<file path="config.mk">
export PLATFORM = sky130hd
export DESIGN_NAME = atp_pattern_regs
export DESIGN_NICKNAME = d
export VERILOG_FILES = /design/src/atp_pkg.sv /design/src/atp_serial_rx.sv /design/src/atp_pattern_regs.sv
export VERILOG_INCLUDE_DIRS = /design/src
export SDC_FILE = /design/constraint.sdc
export NUM_CORES = 1
export LEC_CHECK = 0
export CAP_MARGIN = 20
export CORE_MARGIN = 2
export CORE_UTILIZATION = 45
export CTS_CLUSTER_DIAMETER = 50
export DETAILED_ROUTE_END_ITERATION = 16
export DONT_BUFFER_PORTS = 1
export PLACE_DENSITY = 0.56
export SETUP_SLACK_MARGIN = 0.05
export SYNTH_ARGS = -nofsm -noshare
export SYNTH_HDL_FRONTEND = slang
export SYNTH_HIERARCHICAL = 1
export SYNTH_SLANG_ARGS = --single-unit
</file>
<file path="constraint.sdc">
create_clock -name sys_clk -period 4.4 [get_ports sys_clk]
set_input_delay 1.1 -clock sys_clk [delete_from_list [all_inputs] [get_ports sys_clk]]
set_output_delay 1.1 -clock sys_clk [all_outputs]
set_load 0.02 [all_outputs]
</file>
<file path="src/atp_consts.svh">
/*
  constants for the pattern and soft reset register block: register
  addresses, field positions, reset values and widths.
  assumes inclusion by bare name from the design files.
*/
`ifndef ATP_CONSTS_SVH
`define ATP_CONSTS_SVH

`define ATP_ADDR_RESET 8'h00
`define ATP_ADDR_FORMAT 8'h01
`define ATP_ADDR_OUTMODE 8'h02
`define ATP_ADDR_PAT_HIGH 8'h03
`define ATP_ADDR_PAT_LOW 8'h04
`define ATP_RESET_BIT 7
`define ATP_PAT_EN_BIT 7
`define ATP_PAT_HIGH_MSB 5
`define ATP_REG_RESET_VAL 8'h00
`define ATP_SLEEP_CYCLES 4'h4
`define ATP_WORD_BITS 16
`define ATP_NUM_CHAN 4

`endif

</file>
<file path="src/atp_pkg.sv">
/*
  types shared by the pattern and soft reset block.
  assumes the constants header is available.
*/
package atp_pkg;
  typedef logic [7:0] atp_byte_t;
  typedef logic [13:0] atp_sample_t;
  typedef enum logic [1:0] {
    ATP_SH_IDLE,
    ATP_SH_ADDR,
    ATP_SH_DATA
  } atp_shift_e;
endpackage : atp_pkg

</file>
<file path="src/atp_serial_rx.sv">
/*
  serial write receiver: takes the three port pins, already synchronised
  to sys_clk, and emits one write strobe per complete 16-bit write frame.
  assumes frames of rw bit, 7 address bits, 8 data bits, msb first.
*/
`timescale 1ns/100ps
`default_nettype none
`include "atp_consts.svh"

module atp_serial_rx (
  input wire logic sys_clk,
  input wire logic rst_n,
  input wire logic sel_n,
  input wire logic sck,
  input wire logic sdi,
  output logic wr_stb,
  output logic [7:0] wr_addr,
  output logic [7:0] wr_data
);
  logic [15:0] sh_reg, sh_next;
  logic [4:0] cnt_reg, cnt_next;
  logic sck_d_reg;
  logic stb_reg, stb_next;
  logic [7:0] addr_reg, addr_next, data_reg, data_next;

  always_comb begin
    sh_next = sh_reg;
    cnt_next = cnt_reg;
    stb_next = 1'b0;
    addr_next = addr_reg;
    data_next = data_reg;
    if (sel_n) begin
      cnt_next = 5'h00;
    end else if (sck && !sck_d_reg) begin
      sh_next = {sh_reg[14:0], sdi};
      cnt_next = cnt_reg + 5'h01;
      // write frames only: the rw bit is low
      if (cnt_reg == 5'h0f && !sh_reg[14]) begin
        stb_next = 1'b1;
        addr_next = {1'b0, sh_reg[13:7]};
        data_next = {sh_reg[6:0], sdi};
      end
    end
  end

  always_ff @(posedge sys_clk) begin
    if (!rst_n) begin
      sh_reg <= 16'h0000;
      cnt_reg <= 5'h00;
      sck_d_reg <= 1'b0;
      stb_reg <= 1'b0;
      addr_reg <= 8'h00;
      data_reg <= 8'h00;
    end else begin
      sh_reg <= sh_next;
      cnt_reg <= cnt_next;
      sck_d_reg <= sck;
      stb_reg <= stb_next;
      addr_reg <= addr_next;
      data_reg <= data_next;
    end
  end

  assign wr_stb = stb_reg;
  assign wr_addr = addr_reg;
  assign wr_data = data_reg;
endmodule : atp_serial_rx

`default_nettype wire

</file>
<file path="src/atp_pattern_regs.sv">
/*
  mode control registers of the quad converter: soft reset, format,
  output mode, test pattern high and low, and pattern substitution.
  assumes the port pins come from another domain and the host writes.
*/
`timescale 1ns/100ps
`default_nettype none
`include "atp_consts.svh"

module atp_pattern_regs (
  input wire logic sys_clk,
  input wire logic rst_n,
  input wire logic cfg_sel_n,
  input wire logic cfg_sck,
  input wire logic cfg_sdi,
  input wire logic [55:0] conv_data,
  output logic [55:0] chan_out,
  output logic [7:0] format_bits,
  output logic [7:0] outmode_bits,
  output logic pattern_output_enable,
  output logic sleep_force,
  output logic soft_reset_busy
);
  // ************************************************************
  // pin synchronisers
  // ************************************************************
  logic [2:0] sync1_reg, sync2_reg;
  always_ff @(posedge sys_clk) begin
    if (!rst_n) begin
      // idle pin levels: no false sck edge right after reset
      sync1_reg <= 3'h4;
      sync2_reg <= 3'h4;
    end else begin
      sync1_reg <= {cfg_sel_n, cfg_sck, cfg_sdi};
      sync2_reg <= sync1_reg;
    end
  end

  logic wr_stb;
  logic [7:0] wr_addr, wr_data;
  atp_serial_rx u_rx (
    .sys_clk(sys_clk),
    .rst_n(rst_n),
    .sel_n(sync2_reg[2]),
    .sck(sync2_reg[1]),
    .sdi(sync2_reg[0]),
    .wr_stb(wr_stb),
    .wr_addr(wr_addr),
    .wr_data(wr_data)
  );

  // ************************************************************
  // register file
  // ************************************************************
  function automatic logic hit(input logic [7:0] a, input logic [7:0] b);
    hit = (a == b);
  endfunction : hit

  atp_pkg::atp_byte_t fmt_reg, fmt_next, om_reg, om_next;
  atp_pkg::atp_byte_t ph_reg, ph_next, pl_reg, pl_next;
  logic [3:0] slp_reg, slp_next;
  logic soft_rst;

  // only bit 7 matters; other written bits are dropped
  assign soft_rst = wr_stb && hit(wr_addr, `ATP_ADDR_RESET)
    && wr_data[`ATP_RESET_BIT];

  always_comb begin
    fmt_next = fmt_reg;
    om_next = om_reg;
    ph_next = ph_reg;
    pl_next = pl_reg;
    slp_next = (slp_reg != 4'h0) ? slp_reg - 4'h1 : 4'h0;
    if (soft_rst) begin
      // reset bit is never stored, so no later write is needed to clear it
      fmt_next = `ATP_REG_RESET_VAL;
      om_next = `ATP_REG_RESET_VAL;
      ph_next = `ATP_REG_RESET_VAL;
      pl_next = `ATP_REG_RESET_VAL;
      slp_next = `ATP_SLEEP_CYCLES;
    end else if (wr_stb) begin
      if (hit(wr_addr, `ATP_ADDR_FORMAT)) begin
        fmt_next = wr_data;
      end
      if (hit(wr_addr, `ATP_ADDR_OUTMODE)) begin
        om_next = wr_data;
      end
      if (hit(wr_addr, `ATP_ADDR_PAT_HIGH)) begin
        ph_next = wr_data;
      end
      if (hit(wr_addr, `ATP_ADDR_PAT_LOW)) begin
        pl_next = wr_data;
      end
    end
  end

  always_ff @(posedge sys_clk) begin
    if (!rst_n) begin
      fmt_reg <= `ATP_REG_RESET_VAL;
      om_reg <= `ATP_REG_RESET_VAL;
      ph_reg <= `ATP_REG_RESET_VAL;
      pl_reg <= `ATP_REG_RESET_VAL;
      slp_reg <= 4'h0;
    end else begin
      fmt_reg <= fmt_next;
      om_reg <= om_next;
      ph_reg <= ph_next;
      pl_reg <= pl_next;
      slp_reg <= slp_next;
    end
  end

  // ************************************************************
  // output substitution
  // ************************************************************
  atp_pkg::atp_sample_t pattern;
  assign pattern = {ph_reg[`ATP_PAT_HIGH_MSB:0], pl_reg};

  logic [55:0] out_reg, out_next;
  genvar g;
  generate
    for (g = 0; g < `ATP_NUM_CHAN; g = g + 1) begin : g_chan
      always_comb begin
        out_next[g*14 +: 14] = ph_reg[`ATP_PAT_EN_BIT] ? pattern
          : conv_data[g*14 +: 14];
      end
    end
  endgenerate

  always_ff @(posedge sys_clk) begin
    if (!rst_n) begin
      out_reg <= 56'h0;
    end else begin
      out_reg <= out_next;
    end
  end

  assign chan_out = out_reg;
  assign format_bits = fmt_reg;
  assign outmode_bits = om_reg;
  assign pattern_output_enable = ph_reg[`ATP_PAT_EN_BIT];
  // sleep held a few cycles after a soft reset so converter restarts cleanly
  assign sleep_force = (slp_reg != 4'h0);
  assign soft_reset_busy = (slp_reg != 4'h0);
endmodule : atp_pattern_regs

`default_nettype wire

</file>
## Yosys cells after proc, flatten, opt, wreduce, memory -nomap -nowiden

Cells that the tools add are included.
Widths: inputs -> output; s select.

- Flip-flop bits (word level): 135
- Input port bits: 61
- Output and inout bits: 75
- Logic and storage cells: 51

- Add/sub/neg operators: 2
- Equality and inequality tests: 5
- Multiplexer cells: 7
- Bitwise logic cells: 4
- Reduce and logical (&&, ||, !) cells: 18

Operators by type and width:

| kind | number |
|---|---|
| $mux 14 | 4 |
| $eq 7x2->1 const B | 2 |
| $reduce_and 2->1 | 5 |
| $logic_not 8->1 | 1 |
| $eq 7x1->1 const B | 1 |
| $eq 7x3->1 const B | 1 |
| $mux 3 | 2 |
| $reduce_or 3->1 | 2 |
| $add 5x1->5 const B | 1 |
| $eq 5x4->1 const B | 1 |
| $logic_and 1x1->1 | 4 |
| $not 1->1 | 4 |
| $reduce_bool 4->1 | 1 |
| $reduce_or 2->1 | 2 |
| $sub 4x1->4 const B | 1 |
| $reduce_and 3->1 | 1 |
| $logic_not 1->1 | 2 |
| $mux 1 | 1 |

## Depth between registers and ports, before layout

- Depth after elaboration: 4
- Mapped depth: 7
- Depth with buffers taken out: 5

## Cells and area by module

The synthesis kept the hierarchy.

By module, submodules not included:

| module | times used | cells an instance | area an instance (µm²) | seq. area each (µm²) |
|---|---|---|---|---|
| atp_pattern_regs | 1 | 341 | 3592.2 | 1941.9 |
| atp_serial_rx | 1 | 165 | 1477.7 | 740.7 |

## Worst setup path after synthesis

OpenSTA, ideal clock, no wires.

- Path type: input to register
- Start: input port rst_n
- End: register fmt_reg[0] (netlist: format_bits[0])
- Library setup time: 0.060 ns
- Data arrival time: 2.162 ns
- Required time: 4.340 ns
- Setup slack: 2.178 ns
- Stages: 4
- Buffers on the path: 1
- Cells stage by stage: clkbuf_1 > nand2b_1 > nor4_4 > a22o_1

- Word-level cells in the longest chain between the ends: 2

Ends and longest elaborated chain:

| what | line | source |
|---|---|---|
| from (decl) | atp_pattern_regs.sv:12 | `input wire logic rst_n,` |
| $not 1->1 (no source line) | n/a |  |
| $reduce_or 2->1 (no source line) | n/a |  |
| to (signal assigned) | atp_pattern_regs.sv:99 | `` fmt_reg <= `ATP_REG_RESET_VAL; `` |
| to (signal assigned) | atp_pattern_regs.sv:105 | `fmt_reg <= fmt_next;` |
| to (decl) | atp_pattern_regs.sv:59 | `atp_pkg::atp_byte_t fmt_reg, fmt_next, om_reg, om_next;` |

Every way passes these cells.
A chain may end at the register's enable or synchronous reset.

## Worst setup path in the final report

- Start: register slp_reg[0]
- End: output port sleep_force

- Word-level cells in the longest chain between the ends: 1

Ends and longest elaborated chain:

| what | line | source |
|---|---|---|
| from (decl) | atp_pattern_regs.sv:61 | `logic [3:0] slp_reg, slp_next;` |
| from (signal assigned) | atp_pattern_regs.sv:109 | `slp_reg <= slp_next;` |
| $reduce_bool 4->1 | atp_pattern_regs.sv:143 | `assign sleep_force = (slp_reg != 4'h0);` |
| to (decl) | atp_pattern_regs.sv:21 | `output logic sleep_force,` |

Every way passes these cells.

==> key figures <==
Drt
  – DRT Pass-1 Iters: 4
  – Remaining routing DRC violations: 0
  – ANT nets after route: 0
  – Avg Vias per Cell: 5.27
  – Via count: 3401
  – Total wire length: 10.7 mm
  – 1st-iter DRT viols: 262
  – Routed WL per cell: 16.6 µm

Clock network
  – CTS tree: yes
  – Worst-Skew Late Latency: 410 ps
  – Clk slew on worst S/H paths: 50 ps
  – Buffer depth of the longest clock path: 2
  – Post-cts sizing count: 0
  – CTS Buf Count: 17
  – Clock sink total: 134
  – H-tree levels: 4
  – Clk root buf: clkbuf_16
  – Post-CTS Repair Setup Buffers: 0
  – Cts hold-fix bufs: 0

Die
  – Row count: 38
  – # IOs: 136
  – DIE AREA: 12100 µm²
  – Die H: 110 µm
  – Die X: 110 µm
  – Core Box Area: 10900 µm²
  – Starting density of the core: 0.464

Synthesis
  – Asr flop ratio synth: 0
  – Synthesis Warnings: 6
  – Number of flops mapped to enable cells by yosys: 0
  – Post-synth cell types: 43
  – Area of the mapped netlist: 5070 µm²
  – Cells after Synth: 506
  – Syn_nets: 570
  – Sequential-to-total area share from yosys stat: 0.529
  – Ys flop type: dfxtp_1
  – Yosys reg bits: 134
  – Syn Area/Cell: 10.0 µm²

STA
  – Setup TNS Final: 0 ps
  – Final period utilization: 0.586
  – Achievable clock frequency: 0.388 GHz
  – Slew headroom: 0.382
  – Worst Max-Slew Pin Slew: 924 ps
  – Final setup viols: 0
  – RSZ-0062 raised after global routing: false
  – Final Hold Vio Count: 0
  – Setup Skew: 4.32 ps
  – Slew Limit Fails: 0
  – Fin crit period: 2580 ps

GRT
  – Met3 Usage GRT: 0.0735
  – GR Overflow Total: 0
  – Met1 Usage GRT: 0.224
  – GR Util met2: 0.278
  – Vias in the first global route: 3128
  – Initial antenna violation count: 0
  – Largest net degree at the start of global routing: 122
  – Total track usage: 0.182
  – Busiest grt layer: met2
  – First-pass GRT wire length: 16.6 mm

Cells and area
  – Leading cell type in the layout, fill and taps excluded: dfxtp_1
  – Ant. Diodes: 0
  – Area growth syn-to-layout: 11.2%
  – FILL cells: 1024
  – Share of cells above drive strength 1: 0.0792
  – Layout net count: 557
  – Largest register FFs: 56
  – Most frequent cells in the layout: dfxtp_1 (133), nand2_1 (78), a21boi_0 (71), nand2b_1 (63)

Power and ir drop
  – Leakage: 2.03 nW
  – Final Total Pwr: 0.00274 W
  – Power Density: 487 nW/µm²
  – Peak VDD IR: 0.282 mV

Setup path
  – CP endpoint kind: primary output
  – CP arrival: 1480 ps
  – Max FO, Critical Path: 4
  – WS Path Type: flip-flop to primary output
  – Startpoint types: flip-flop
  – CP required: 3300 ps

Worst hold path
  – Hold Path Class: flip-flop to flip-flop

Job
  – Max_cap viols: 0

Status
  – Status: completed

Placed design
  – Port Buffers: 0
  – Dpl hpwl: 7.05 mm
  – GP Congestion: 0.725
path summary, 6_finish.rpt:
kind | from | slack [ps] | end | cells past startpoint
max | slp_reg[0] | 1820 | sleep_force | 4
min | sync1_reg[2] | 410 | sync2_reg[2] | 1
max reg2reg | u_rx/wr_addr[3] | 2470 | outmode_bits[1] | 3
min reg2reg | sync1_reg[2] | 410 | sync2_reg[2] | 1
metrics by stage:
stage	util	hold WS [ps]	worst slack, ps	instances	area (µm²)
5_1_grt	0.516	437	1730	645	5640
2_1_floorplan	-	386	2180	506	5070
4_1_cts	0.515	418	1800	644	5630
3_3_place_gp	0.466	412	2270	613	5100
6_report	0.516	414	1820	645	5640
3_5_place_dp	0.466	411	2250	613	5100
final cells by class:
class	instances	area [µm²]	area share
clock inverters	4	45.0	0.00799
clock buffers	27	493	0.0874
well taps	140	175	0.0311
multi-input cells	331	2200	0.389
repair buffers	4	27.5	0.00488
inverters	5	18.8	0.00333
flip-flops and latches	134	2680	0.476
cells by family after synthesis:
logic type,share of synthesized area
AO/OA/AOI/OAI,0.184
XOR/XNOR,0.00346
adder cells (fa/ha/maj),0.00740
buffers and inverters,0.0387
flip-flops,0.529
multiplexers,0.0336
other,0.000740
AND/OR/NAND/NOR,0.203
power by group:
group / internal (W) / switching, W
clock network: 0.000815 / 0.000469
logic: 0.0000569 / 0.0000847
registers: 0.00126 / 0.0000579
synth_stat cells, types with 5 or more instances:
cell,number,area (µm²)
nand2_1,78,293
dfxtp_1,134,2680
a32o_1,6,60.1
nand2b_1,63,394
o31ai_1,10,75.1
nand4_1,8,50.1
nor2_1,8,30.0
a22o_1,16,140
mux2i_1,17,170
and2_1,7,43.8
clkbuf_1,25,93.8
a21oi_1,11,55.1
a21boi_0,71,533
inv_1,5,18.8
worst max-delay path, cell delays in order (launching register included):
cell	delay, ps
dfxtp_1	340
inv_1	50
ha_1	220
and2_1	180
inv_1	270
routing by layer:
metal  routed length [µm]  part of all wire
met4                  190             0.018
met3                  842             0.078
met1                 4750              0.44
met5                    0                 0
met2                 4940              0.46
No activity file was read; power rests on OpenSTA's default activity.
